### src/pkg/mesp_defines.svh
// named constants of the emergency-stop protection block
// assumes a 32-bit register port with an 8-bit byte address
`ifndef MESP_DEFINES_SVH
`define MESP_DEFINES_SVH

// ------------------------------------------------------------
// register byte addresses
// ------------------------------------------------------------
`define MESP_ADDR_W 8
`define MESP_ADDR_CTRL 8'h00
`define MESP_ADDR_KEY 8'h04
`define MESP_ADDR_STAT 8'h08
`define MESP_ADDR_ALTREL 8'h0C
`define MESP_ADDR_ISTAT 8'h10
`define MESP_ADDR_ICLR 8'h14
`define MESP_ADDR_IEN 8'h18

// ------------------------------------------------------------
// control, release, status and key register fields
// ------------------------------------------------------------
`define MESP_CTRL_EN 0
`define MESP_CTRL_REL 1
`define MESP_CTRL_MODE_LO 3
`define MESP_CTRL_MODE_HI 4
`define MESP_CTRL_TOOL 5
`define MESP_CTRL_CNT_LO 8
`define MESP_CTRL_CNT_HI 11
`define MESP_ALTREL_BIT 0
`define MESP_STAT_PROT 0
`define MESP_STAT_PIN 1
`define MESP_KEY_HI 7

// ------------------------------------------------------------
// values and reset values
// ------------------------------------------------------------
`define MESP_KEY_FIRST 8'h5A
`define MESP_KEY_SECOND 8'hA5
`define MESP_MODE_UPPER_ON 2'h1
`define MESP_MODE_LOWER_ON 2'h2
`define MESP_RST_MODE 2'h3
`define MESP_RST_ON 1'h1
`define MESP_COND_W 12
`define MESP_COND_IDLE 12'h000
`define MESP_FILT_UNIT 4
`define MESP_CNT_ZERO 4'h0
`define MESP_IRQ_W 2
`define MESP_IRQ_EMG 0
`define MESP_IRQ_TOOL 1
`define MESP_UPPER_OE 6'h07
`define MESP_LOWER_OE 6'h38
`define MESP_ALL_OE 6'h3F
`define MESP_NONE 6'h00

`endif

### src/pkg/mesp_pkg.sv
// types of the emergency-stop protection block
// assumes mesp_defines.svh is on the include path
package mesp_pkg;
  `include "mesp_defines.svh"

  typedef enum logic [1:0] {
    MESP_KEY_IDLE,
    MESP_KEY_HALF,
    MESP_KEY_ARMED
  } mesp_key_t;

  typedef struct packed {
    logic [3:0] filt_cnt;
    logic tool_en;
    logic [1:0] mode;
    logic prot_en;
    logic prot;
    mesp_key_t key;
    logic [1:0] irq_stat;
    logic [1:0] irq_en;
    logic pin;
    logic flt_prev;
    logic tool_prev;
    logic [5:0] phase;
    logic [5:0] phase_oe;
    logic [31:0] rdata;
  } mesp_state_t;

  typedef struct packed {
    logic level;
    logic [7:0] count;
  } mesp_filt_t;

  localparam mesp_state_t MESP_STATE_RST = '{
    tool_en: `MESP_RST_ON,
    mode: `MESP_RST_MODE,
    prot_en: `MESP_RST_ON,
    key: MESP_KEY_IDLE,
    pin: `MESP_RST_ON,
    flt_prev: `MESP_RST_ON,
    default: '0
  };
  localparam mesp_filt_t MESP_FILT_RST = '{
    level: `MESP_RST_ON,
    default: '0
  };
endpackage

### src/pkg/mesp_filt_if.sv
// link between the protection top and its input noise filter
// assumes both ends share one clock
`timescale 1ns/100ps
interface mesp_filt_if;
  logic raw;
  logic [3:0] cnt;
  logic level;
  modport filt (input raw, input cnt, output level);
  modport user (output raw, output cnt, input level);
endinterface

### src/hdl/mesp_filter.sv
// noise filter for the active-low emergency input
// assumes raw is synchronous to i_clock
`timescale 1ns/100ps
module mesp_filter
  import mesp_pkg::*;
(
  input wire logic i_clock,
  input wire logic i_rst,
  mesp_filt_if.filt f
);
  import mesp_pkg::*;

  mesp_filt_t st_r;
  mesp_filt_t st_nxt;
  logic [7:0] span;

  // for nonzero cnt a new level is taken only after it held for cnt*16 clocks
  assign span = 8'(f.cnt) << `MESP_FILT_UNIT;
  assign f.level = st_r.level;

  always_comb begin
    st_nxt = st_r;
    if (f.cnt == `MESP_CNT_ZERO) begin
      st_nxt.level = f.raw;
      st_nxt.count = '0;
    end else if (f.raw == st_r.level) begin
      st_nxt.count = '0;
    end else if (8'(st_r.count + 8'h01) >= span) begin
      st_nxt.level = f.raw;
      st_nxt.count = '0;
    end else begin
      st_nxt.count = 8'(st_r.count + 8'h01);
    end
  end

  always_ff @(posedge i_clock or posedge i_rst) begin
    if (i_rst) begin
      st_r <= MESP_FILT_RST;
    end else begin
      st_r <= st_nxt;
    end
  end
endmodule

### src/hdl/mesp_top.sv
// emergency-stop protection for a three-phase pwm output stage
// assumes a one-cycle register port and pwm inputs on i_clock
`timescale 1ns/100ps

// Functional notes
// - a falling filtered emergency input while enabled forces the protection pattern and raises the interrupt.
// - the mode field picks all high-z, upper switching with lower high-z, or the reverse.
// - with tool break enabled the tool stop disables all outputs as the port mode selects unless protection is active, with tool break disabled it is ignored.
// - the protection flag reads 1 while protection is active and 0 otherwise.
// - a release write only succeeds when the conduction buffer holds zero, and a second register also releases.
// - a release is ignored while the emergency input is low.
// - the release bit is write-only, writing 0 does nothing and it reads 0.
// - clearing the enable is accepted only right after the full key sequence.
// - the key sequence is consumed by the next access and each clear needs a fresh key.
// - the input filter needs the level stable for count times 16 clocks, count 0 bypasses it.
// - after reset enable and tool break are 1 and the mode is 11.
// - a read-only bit shows the emergency input pin level.
module mesp_top
  import mesp_pkg::*;
(
  input wire logic I_CLOCK,
  input wire logic I_RST,
  input wire logic [`MESP_ADDR_W-1:0] I_ADDR,
  input wire logic [31:0] I_WDATA,
  input wire logic I_WR,
  input wire logic I_RD,
  output logic [31:0] O_RDATA,
  input wire logic I_EMERGENCY_STOP_N,
  input wire logic I_TOOL_STOP,
  input wire logic I_TOOL_BREAK_PORT_MODE,
  input wire logic [`MESP_COND_W-1:0] I_COND_BUF,
  input wire logic [5:0] I_PWM,
  output logic [5:0] O_PHASE,
  output logic [5:0] O_PHASE_OE,
  output logic O_EMERGENCY_INTERRUPT
);
  import mesp_pkg::*;

  // ------------------------------------------------------------
  // state and decode
  // ------------------------------------------------------------
  mesp_state_t state_r;
  mesp_state_t state_nxt;
  mesp_filt_if flt ();

  logic wr_ctrl;
  logic wr_key;
  logic wr_alt;
  logic wr_iclr;
  logic wr_ien;
  logic access;
  logic key_armed;
  logic key_first;
  logic key_second;
  logic flt_fall;
  logic tool_brk;
  logic release_req;
  logic release_ok;
  logic [`MESP_IRQ_W-1:0] events;

  assign wr_ctrl = I_WR && (I_ADDR == `MESP_ADDR_CTRL);
  assign wr_key = I_WR && (I_ADDR == `MESP_ADDR_KEY);
  assign wr_alt = I_WR && (I_ADDR == `MESP_ADDR_ALTREL);
  assign wr_iclr = I_WR && (I_ADDR == `MESP_ADDR_ICLR);
  assign wr_ien = I_WR && (I_ADDR == `MESP_ADDR_IEN);
  assign access = I_WR || I_RD;
  assign key_armed = (state_r.key == MESP_KEY_ARMED);
  assign key_first = wr_key && (I_WDATA[`MESP_KEY_HI:0] == `MESP_KEY_FIRST);
  assign key_second = wr_key && (I_WDATA[`MESP_KEY_HI:0] == `MESP_KEY_SECOND);

  assign flt.raw = I_EMERGENCY_STOP_N;
  assign flt.cnt = state_r.filt_cnt;

  mesp_filter u_filter (
    .i_clock(I_CLOCK),
    .i_rst(I_RST),
    .f(flt.filt)
  );

  // an edge, not the level, arms protection: a pin held low keeps
  // protection up only through the release refusal below
  assign flt_fall = state_r.flt_prev && !flt.level;
  assign tool_brk = I_TOOL_STOP && state_r.tool_en;
  assign release_req = (wr_ctrl && I_WDATA[`MESP_CTRL_REL])
    || (wr_alt && I_WDATA[`MESP_ALTREL_BIT]);
  // both the raw pin and the filtered level must be back high
  assign release_ok = release_req && flt.level && I_EMERGENCY_STOP_N
    && (I_COND_BUF == `MESP_COND_IDLE);
  assign events[`MESP_IRQ_EMG] = flt_fall && state_r.prot_en;
  assign events[`MESP_IRQ_TOOL] = tool_brk && !state_r.tool_prev;

  // ------------------------------------------------------------
  // next state
  // ------------------------------------------------------------
  always_comb begin
    state_nxt = state_r;
    state_nxt.pin = I_EMERGENCY_STOP_N;
    state_nxt.flt_prev = flt.level;
    state_nxt.tool_prev = tool_brk;
    state_nxt.rdata = '0;

    if (wr_ctrl) begin
      state_nxt.filt_cnt = I_WDATA[`MESP_CTRL_CNT_HI:`MESP_CTRL_CNT_LO];
      state_nxt.tool_en = I_WDATA[`MESP_CTRL_TOOL];
      state_nxt.mode = I_WDATA[`MESP_CTRL_MODE_HI:`MESP_CTRL_MODE_LO];
      // a clear without the key is dropped, setting is always allowed
      if (I_WDATA[`MESP_CTRL_EN] || key_armed) begin
        state_nxt.prot_en = I_WDATA[`MESP_CTRL_EN];
      end
    end

    // key sequence: each access consumes or abandons it
    case (state_r.key)
      MESP_KEY_IDLE: begin
        if (key_first) begin
          state_nxt.key = MESP_KEY_HALF;
        end
      end
      MESP_KEY_HALF: begin
        if (key_second) begin
          state_nxt.key = MESP_KEY_ARMED;
        end else if (key_first) begin
          state_nxt.key = MESP_KEY_HALF;
        end else if (access) begin
          state_nxt.key = MESP_KEY_IDLE;
        end
      end
      MESP_KEY_ARMED: begin
        if (key_first) begin
          state_nxt.key = MESP_KEY_HALF;
        end else if (access) begin
          state_nxt.key = MESP_KEY_IDLE;
        end
      end
      default: begin
        state_nxt.key = MESP_KEY_IDLE;
      end
    endcase

    // protection state: a new fall wins over a release
    if (!state_nxt.prot_en) begin
      state_nxt.prot = 1'b0;
    end else if (events[`MESP_IRQ_EMG]) begin
      state_nxt.prot = 1'b1;
    end else if (release_ok) begin
      state_nxt.prot = 1'b0;
    end

    // sticky events: a set in the clear cycle survives
    state_nxt.irq_stat = state_r.irq_stat & ~({`MESP_IRQ_W{wr_iclr}}
      & I_WDATA[`MESP_IRQ_W-1:0]);
    state_nxt.irq_stat = state_nxt.irq_stat | events;
    if (wr_ien) begin
      state_nxt.irq_en = I_WDATA[`MESP_IRQ_W-1:0];
    end

    // output pattern, emergency before tool break
    state_nxt.phase = I_PWM;
    state_nxt.phase_oe = `MESP_ALL_OE;
    if (state_r.prot) begin
      if (state_r.mode == `MESP_MODE_UPPER_ON) begin
        state_nxt.phase_oe = `MESP_UPPER_OE;
      end else if (state_r.mode == `MESP_MODE_LOWER_ON) begin
        state_nxt.phase_oe = `MESP_LOWER_OE;
      end else begin
        state_nxt.phase_oe = `MESP_NONE;
      end
    end else if (tool_brk) begin
      state_nxt.phase = `MESP_NONE;
      if (I_TOOL_BREAK_PORT_MODE) begin
        state_nxt.phase_oe = `MESP_NONE;
      end
    end

    // read data; the release bits never read back
    if (I_RD) begin
      if (I_ADDR == `MESP_ADDR_CTRL) begin
        state_nxt.rdata[`MESP_CTRL_EN] = state_r.prot_en;
        state_nxt.rdata[`MESP_CTRL_MODE_HI:`MESP_CTRL_MODE_LO] =
          state_r.mode;
        state_nxt.rdata[`MESP_CTRL_TOOL] = state_r.tool_en;
        state_nxt.rdata[`MESP_CTRL_CNT_HI:`MESP_CTRL_CNT_LO] =
          state_r.filt_cnt;
      end else if (I_ADDR == `MESP_ADDR_STAT) begin
        state_nxt.rdata[`MESP_STAT_PROT] = state_r.prot;
        state_nxt.rdata[`MESP_STAT_PIN] = state_r.pin;
      end else if (I_ADDR == `MESP_ADDR_ISTAT) begin
        state_nxt.rdata[`MESP_IRQ_W-1:0] = state_r.irq_stat;
      end else if (I_ADDR == `MESP_ADDR_IEN) begin
        state_nxt.rdata[`MESP_IRQ_W-1:0] = state_r.irq_en;
      end else begin
        state_nxt.rdata = '0;
      end
    end
  end

  // reset values come from the package constant
  always_ff @(posedge I_CLOCK or posedge I_RST) begin
    if (I_RST) begin
      state_r <= MESP_STATE_RST;
    end else begin
      state_r <= state_nxt;
    end
  end

  // ------------------------------------------------------------
  // outputs
  // ------------------------------------------------------------
  assign O_RDATA = state_r.rdata;
  assign O_PHASE = state_r.phase;
  assign O_PHASE_OE = state_r.phase_oe;
  // level output: stays up until software clears the flag or the enable
  assign O_EMERGENCY_INTERRUPT = |(state_r.irq_stat & state_r.irq_en);
endmodule

### config.mk
export PLATFORM = sky130hd
export DESIGN_NAME = mesp_top
export DESIGN_NICKNAME = d
export VERILOG_FILES = /design/src/pkg/mesp_pkg.sv /design/src/pkg/mesp_filt_if.sv /design/src/hdl/mesp_filter.sv /design/src/hdl/mesp_top.sv
export VERILOG_INCLUDE_DIRS = /design/src /design/src/pkg
export SDC_FILE = /design/constraint.sdc
export NUM_CORES = 1
export LEC_CHECK = 0
export ABC_AREA = 0
export BUFFER_PORTS_ARGS = -buffer_cell sky130_fd_sc_hd__buf_2
export CORE_MARGIN = 2
export CORE_UTILIZATION = 49
export CTS_BUF_LIST = sky130_fd_sc_hd__clkbuf_4
export DETAILED_ROUTE_END_ITERATION = 10
export PLACE_DENSITY = 0.83
export SYNTH_ARGS = -nofsm -noshare
export SYNTH_HDL_FRONTEND = slang
export SYNTH_SLANG_ARGS = --single-unit
### constraint.sdc
create_clock -name I_CLOCK -period 2.5 [get_ports I_CLOCK]
set_input_delay 0.5 -clock I_CLOCK [delete_from_list [all_inputs] [get_ports I_CLOCK]]
set_output_delay 0.5 -clock I_CLOCK [all_outputs]
set_load 0.01 [all_outputs]
==> qor.csv, run 1 <==
metric;value;unit
Leakage;0.00132;uW
# fillers;405;
post-synth top area cell;dfrtp_1;
Post CTS Setup Buffer Count;0;
top cell type's share of synthesized area;38.1;%
initial DRC count;117;
WP data arrival;2.57;ns
number of global-route vias before repair;1505;
maxcap violations;0;
Syn Inst Count;225;
TritonCTS clock tree;done;
grt ovf;0;
die width;74.4;um
Critical Path RT;2.79;ns
io pins;110;
Mapped Area;2430;um^2
Setup TNS;0;ns
RSZ-0062 raised after global routing;false;
clk buf depth;2;
Setup crit end kind;flip-flop;
post-synth cell types;49;
Placeable Area;4750;um^2
post-synthesis sequential area ratio;45.7;%
DRC;0;
CTS hold repair buffers;0;
status;finished clean;
Peak Freq;0.439;GHz
HP Class;in -> async;
clk_skew;0.00795;ns
CTS Sinks;44;
std cell rows;25;
global-route wire length before repair;6.89;mm
synth cell count leaders;44 x buf_4, 37 x dfrtp_1, 17 x nand2_1;
Antenna Violating Nets Remaining;0;
CTS resizes;0;
depth of the CTS H-tree;2;
crit path kind;reg -> reg;
HPWL Detailed;3.36;mm
drt wl/cell;12.6;um
FF+latch count, synth;44;
worst skew pair latency;0.36;ns
largest net degree at the start of global routing;45;
worst r2r src;u_filter.st_r[2];
worst slack, placed;0.267;ns
asr flop ratio synth;100;%
main flop type after synthesis;dfrtp_1;
Total Nets Final;345;
CTS Buf Count;5;
number of synthesized flops with an enable pin;0;
DIE HEIGHT;74.4;um
Least-Margin Pin Slew;0.531;ns
Reg clk slew, reported paths;0.13;ns
Synthesis Warnings;0;
dominant cells by area after synthesis;dfrtp_1 38%, buf_4 14%, dfstp_2 7.6%;
Final min period;2.28;ns
Die ar.;5540;um^2
antenna cells;0;
initial antenna violation count;0;
DRT Wirelength;4.32;mm
Critical Path Start Type;flip-flop;
pwr/cell area;509;nW/um^2
DR vias;1711;
Final Hold Fails;0;
worst relative slew slack;64.1;%
Setup-failing EPs final;0;
CP max FO;4;
Worst path max stage delay;0.43;ns
Area Growth Syn to Fin;9.52;%
critical path's slowest cell;dfrtp_1;
Starting Density;51.1;%
CP cell instances;nand3_1, nor3_1, xor2_1, ha_1, nand2_1, or3_1, o211ai_1, mux2_2;
Final period util;91.2;%
Via density;4.99;
Avg Inst Size Synth;10.8;um^2
layout cells sized above 1;38.4;%
GRT Total Usage;16.6;%
CTS Root Buffer Type;clkbuf_4;
GPL Wtd Cong;0.850;
count leader, synth;buf_4;
worst vdd ir;0.309;mV
Pre-Repair DR Iteration Count;4;
worst setup path start;u_filter.st_r[2];
Setup WS post-layout;0.220;ns
max-slew violations;0;
I/O Buffers;66;
## final cells by class
class,instances,area (um^2),share of cell area [%]
sequential,44,1110,41.7
multi-input combinational,148,1020,38.2
timing repair buffer,67,338,12.7
tap,67,83.8,3.15
clock inverter,3,42.5,1.60
clock buffer,5,37.5,1.41
inverter,9,33.8,1.27
## registers in the layout, indices dropped and copies added, names as in the netlist
signal and cells:
u_filter.st_r 8, state_r 14, flt.cnt 4, O_PHASE_OE 2
O_PHASE 6, O_RDATA 9, u_filter.f.level 1
## worst paths after layout
| path | end | slack, ns | cells after the start |
|---|---|---|---|
| setup / recovery | u_filter.f.level | 0.22 | 8 |
| max in group asynchronous | u_filter.f.level | 1.87 | 3 |
| hold / removal | O_PHASE[2] | 0.25 | 3 |
| hold reg to reg | state_r[45] | 0.41 | 0 |
| min in group I_CLOCK | state_r[46] | 0.28 | 1 |
| setup reg to reg | u_filter.f.level | 0.22 | 8 |
## worst max-delay path, delay by kind of cell, from the launching register on
kind                     cells  cell delay, ns
flip-flops                   1            0.43
adder cells (fa/ha/maj)      1            0.30
AO/OA/AOI/OAI                1            0.20
XOR/XNOR                     1            0.11
AND/OR/NAND/NOR              4            0.82
multiplexers                 1            0.35
## metrics by stage
stage	power, uW	utilization, %	hold WS (ns)	cells	instance area [um^2]
final	1350	56.0	0.247	343	2660
after global routing	1430	56.0	0.253	343	2660
after CTS	1370	56.0	0.258	343	2660
after detailed placement	930	54.3	0.390	335	2580
after global placement	923	54.3	0.393	335	2580
after floorplan	889	-	0.376	247	2510
## logic make-up (layout without fill, tap and decap cells)
logic type	Yosys count	after routing	share of synthesized area, %
adder cells (fa/ha/maj)	5	5	2.57
XOR/XNOR	7	7	2.52
multiplexers	10	10	5.71
AO/OA/AOI/OAI	21	21	6.43
buffers and inverters	55	84	15.9
flip-flops	44	44	45.7
AND/OR/NAND/NOR	82	82	21.0
other	1	23	0.154
## report_power, final
group          leakage, uW  switching (uW)  total, uW  internal, uW
Clock            0.0000412             230        438           208
Sequential        0.000558            18.8        760           741
Combinational     0.000725            90.5        156          65.8
Total              0.00132             339       1350          1020
## layout by cell type, fill, tap and decap left out, types with 2 or more instances in the layout
master	netlist	final
nor2b_1	8	8
nor4bb_1	2	2
nand3b_1	2	2
dfrtp_1	37	37
o21ai_0	6	6
nor4b_1	2	2
inv_1	9	9
xor2_1	4	4
conb_1	1	23
mux2_4	7	7
buf_2	0	66
nand2b_1	2	2
and2_1	7	7
and3_2	9	9
xnor2_1	3	3
nor3_1	2	2
nand4_1	4	4
clkbuf_4	0	5
dfstp_2	7	7
nor3b_1	2	2
nor4_1	4	4
nand2_1	17	17
mux2_2	3	3
nor2_1	9	9
nand3_1	4	4
ha_1	5	5
## layer usage
| metal | up-vias | global-route usage [%] | share of wire (%) |
|---|---|---|---|
| li1 | 815 | - | - |
| met1 | 795 | 21.7 | 44 |
| met2 | 93 | 26.3 | 46 |
| met3 | 8 | 5.01 | 8.2 |
| met4 | 0 | 5.95 | 1.7 |
| met5 | - | 0 | 0 |
No activity file was read; power rests on OpenSTA's default activity.
==> run 2, diff against run 1 <==
Settings changed: REMOVE_ABC_BUFFERS set to 1.
==> qor.csv, run 2 (synthesis gave the netlist of run 1 again) <==
metric;value;unit
CP cell instances;nand3_1, nor3_1, xor2_1, ha_1, nand2_1, or3_1, o211ai_1, mux2_2;
maxcap violations;0;
Setup TNS;0;ns
CTS Buf Count;5;
TritonCTS clock tree;done;
max-slew violations;0;
DR vias;1688;
depth of the CTS H-tree;2;
Leakage;0.00133;uW
worst r2r src;u_filter.st_r[2];
CTS hold repair buffers;0;
io pins;110;
status;finished clean;
die width;74.4;um
Least-Margin Pin Slew;0.546;ns
CTS Sinks;44;
critical path's slowest cell;dfrtp_1;
Die ar.;5540;um^2
commonest non-fill, non-tap cell in the layout;buf_2;
largest net degree at the start of global routing;45;
DRT Wirelength;4.26;mm
worst skew pair latency;0.36;ns
DRC;0;
design area;2670;um^2
most frequent cells in the layout;66 x buf_2, 37 x dfrtp_1, 23 x conb_1;
Final min period;2.30;ns
dpl cells;336;
HP Class;in -> async;
Min Hold Slack;0.248;ns
R2R setup slack;0.20;ns
crit path kind;reg -> reg;
Via density;4.91;
Reg clk slew, reported paths;0.14;ns
GPL Wtd Cong;0.843;
initial antenna violation count;0;
CTS Root Buffer Type;clkbuf_4;
CP max FO;4;
Antenna Violating Nets Remaining;0;
Post CTS Setup Buffer Count;0;
Final Total Pwr;1360;uW
clk_skew;0.0190;ns
Reg2Reg Depth;8;
Peak Freq;0.435;GHz
worst relative slew slack;63.1;%
antenna cells;0;
layout cells sized above 1;38.3;%
Worst path max stage delay;0.42;ns
global-route wire length before repair;6.56;mm
Final period util;92.0;%
Critical Path Start Type;flip-flop;
Final Non-Filler Cells;344;
Setup crit end kind;flip-flop;
initial DRC count;128;
# fillers;437;
CTS resizes;0;
Total Nets Final;346;
std cell rows;25;
worst setup path start;u_filter.st_r[2];
number of global-route vias before repair;1438;
Setup-failing EPs final;0;
HPWL Detailed;3.31;mm
pwr/cell area;508;nW/um^2
Pre-Repair DR Iteration Count;4;
I/O Buffers;66;
WP data arrival;2.59;ns
Final Hold Fails;0;
clk buf depth;2;
capturing point of the worst reg2reg path;u_filter.f.level;
grt ovf;0;
Area Growth Syn to Fin;9.83;%
RSZ-0062 raised after global routing;false;
DIE HEIGHT;74.4;um
Largest Register;state_r;
Critical Path RT;2.79;ns
number of flip-flops in the largest register;14;
GRT Total Usage;15.6;%
worst setup path endpoint;u_filter.f.level;
worst vdd ir;0.457;mV
Starting Density;51.1;%
Placeable Area;4750;um^2
Post-DP Area;2590;um^2
drt wl/cell;12.4;um
run 2: cell count changes in the layout (fill, tap and decap cells not counted):
cell,change
buf_4,+1
clkinv_1,+1
clkinv_2,-1
clkinv_4,+1
clkinvlp_4,-1
run 2: layer usage:
| metal | vias to the layer above | share of wire, % | global-route usage, % |
|---|---|---|---|
| met5 | - | 0 | 0 |
| met4 | 0 | 1.4 | 5.36 |
| met3 | 7 | 6.5 | 3.39 |
| met2 | 77 | 46 | 24.2 |
| met1 | 784 | 46 | 21.7 |
| li1 | 820 | - | - |
run 2: power by group:
group / switching [uW] / internal (uW) / leakage (uW)
clock: 230 / 209 / 0.0000428
sequential: 19.1 / 741 / 0.000558
combinational: 89.4 / 66.2 / 0.000730
total: 339 / 1020 / 0.00133
run 2: how the worst min path moves through the flow:
stage,startpoint,to,slack [ns],depth (start not counted)
floorplan,u_filter.f.level,state_r[45],0.38,0
global placement,u_filter.f.level,state_r[45],0.39,0
detailed placement,u_filter.f.level,state_r[45],0.40,0
CTS,I_RST,u_filter.st_r[7],0.26,3
global route,I_EMERGENCY_STOP_N,state_r[46],0.26,1
finish,I_RST,state_r[48],0.25,3
run 2: layout make-up:
type / count / area (um^2) / area share, %
inverters: 9 / 33.8 / 1.27
clock buffers: 5 / 37.5 / 1.41
well taps: 67 / 83.8 / 3.14
multi-input cells: 148 / 1020 / 38.1
flip-flops and latches: 44 / 1110 / 41.6
repair buffers: 68 / 345 / 12.9
clock inverters: 3 / 42.5 / 1.59
run 2: stage by stage:
| stage | util (%) | setup slack, ns |
|---|---|---|
| 6_report | 56.2 | 0.199 |
| 4_1_cts | 56.2 | 0.185 |
| 5_1_grt | 56.2 | 0.0416 |
| 3_3_place_gp | 54.5 | 0.280 |
| 2_1_floorplan | - | 0.413 |
| 3_5_place_dp | 54.5 | 0.207 |
run 2: worst max-delay path: cells and delay by family (launching register included):
kind                       cells  cell delay, ns
AOI/OAI and AO/OA              1            0.21
xor gates and xnor gates       1            0.12
adders and majority gates      1            0.31
DFF                            1            0.42
muxes                          1            0.36
and+or+nand+nor                4            0.84
==> run 3, diff against run 2 <==
Settings changed: CORE_UTILIZATION 49 to 52, PLACE_DENSITY 0.83 to 0.87.
Clock period 2.5 ns to 2.8 ns, I/O delays scaled along.
==> qor.csv, run 3 (synthesis gave the netlist of run 1 again) <==
metric;value;unit
Setup crit end kind;flip-flop;
commonest non-fill, non-tap cell in the layout;buf_2;
status;finished clean;
pwr/cell area;433;nW/um^2
Min Hold Slack;0.307;ns
Top Layer Used;met4;
Total Nets Final;345;
Setup TNS;0;ns
switching pwr;316;uW
RSZ-0062 raised after global routing;false;
global-route wire length before repair;7.02;mm
Via density;5.17;
WP data arrival;2.61;ns
worst skew pair latency;0.36;ns
routed length on met1;1.80;mm
Die ar.;5240;um^2
io pins;110;
worst relative slew slack;62.6;%
Starting Density;55.1;%
worst vdd ir;0.167;mV
Net Sw Frac;27.8;%
maxcap violations;0;
Leakage;0.00131;uW
drt wl/cell;13.3;um
Final period util;82.9;%
Placeable Area;4410;um^2
CTS hold repair buffers;0;
CTS Root Buffer Type;clkbuf_4;
Largest Register;state_r;
I/O Buffers;66;
GPL Wtd Cong;0.857;
metal3 WL;409;um
Peak Freq;0.431;GHz
Least-Margin Pin Slew;0.554;ns
HP Class;in -> async;
TritonCTS clock tree;done;
met2 WL;2.06;mm
Area Growth Syn to Fin;7.98;%
grt ovf;0;
max-slew violations;0;
Pre-Repair DR Iteration Count;4;
Setup-failing EPs final;0;
layout cells sized above 1;38.4;%
CTS resizes;0;
DR vias;1697;
Final Total Pwr;1140;uW
Antenna Violating Nets Remaining;0;
worst r2r src;u_filter.st_r[2];
CP max FO;8;
CTS Buf Count;5;
capturing point of the worst reg2reg path;u_filter.st_r[5];
HPWL Detailed;3.44;mm
Logic pwr share;12.3;%
design area;2630;um^2
Sequential Power Share;59.7;%
depth of the CTS H-tree;2;
R2R setup slack;0.48;ns
clk buf depth;2;
antenna cells;0;
number of flip-flops in the largest register;14;
initial DRC count;215;
DRC;0;
Post-DP Area;2560;um^2
DRT Wirelength;4.35;mm
initial antenna violation count;0;
most frequent cells in the layout;66 x buf_2, 37 x dfrtp_1, 23 x conb_1;
P_int;820;uW
GRT Total Usage;17.5;%
Post CTS Setup Buffer Count;0;
CTS Sinks;44;
crit path kind;reg -> reg;
Final min period;2.32;ns
DIE HEIGHT;72.4;um
number of global-route vias before repair;1590;
die width;72.4;um
Critical Path Start Type;flip-flop;
Reg clk slew, reported paths;0.13;ns
clk_skew;0.00651;ns
largest net degree at the start of global routing;45;
Reg2Reg Depth;7;
Core Util, Final;59.5;%
Final Hold Fails;0;
clock power share;28.0;%
std cell rows;24;
Critical Path RT;3.09;ns
[run 3: changes by cell type in the layout (fill, tap and decap cells not counted)]
cell	change
clkinv_1	-1
buf_4	-1
clkinvlp_4	+2
bufinv_16	-1
[run 3: layer usage]
metal,vias to the layer above,GRT usage [%]
met5,-,0
li1,805,-
met3,8,4.86
met1,793,21.2
met4,0,8.64
met2,91,28.5
[run 3: critical path, stage by stage, from the launching register on]
cell and delay [ns]:
dfrtp_1 0.43, nand3_1 0.16, nor3_1 0.24, xor2_1 0.22
ha_1 0.28, a211oi_1 0.40, o2111ai_2 0.32, nor2b_1 0.20
[run 3: worst max path at each step]
stage / from / endpoint / slack (ns) / depth (start not counted)
after floorplan: u_filter.st_r[0] / u_filter.f.level / 0.71 / 9
after global placement: u_filter.st_r[2] / u_filter.f.level / 0.58 / 8
after detailed placement: u_filter.st_r[2] / u_filter.st_r[5] / 0.48 / 7
after CTS: u_filter.st_r[2] / u_filter.st_r[2] / 0.46 / 7
after global routing: u_filter.st_r[2] / u_filter.st_r[5] / 0.28 / 7
final: u_filter.st_r[2] / u_filter.st_r[5] / 0.48 / 7
[run 3: through the flow]
stage	cells	worst slack [ns]
2_1_floorplan	201	0.713
3_5_place_dp	320	0.476
5_1_grt	328	0.276
4_1_cts	328	0.462
6_report	328	0.480
3_3_place_gp	320	0.585
[run 3: power groups by stage]
stage	clock network [uW]	registers [uW]	logic, uW
2_1_floorplan	0	688	71.5
3_3_place_gp	0	688	135
3_5_place_dp	0	689	140
4_1_cts	323	677	140
5_1_grt	357	680	156
6_report	318	678	140
[run 3: layout make-up]
type | instances | area, um^2
clock buffers | 5 | 37.5
clock inverters | 3 | 23.8
fillers | 375 | 1790
inverters | 9 | 33.8
multi-input cells | 148 | 1020
flip-flops and latches | 44 | 1110
well taps | 52 | 65.1
repair buffers | 67 | 338
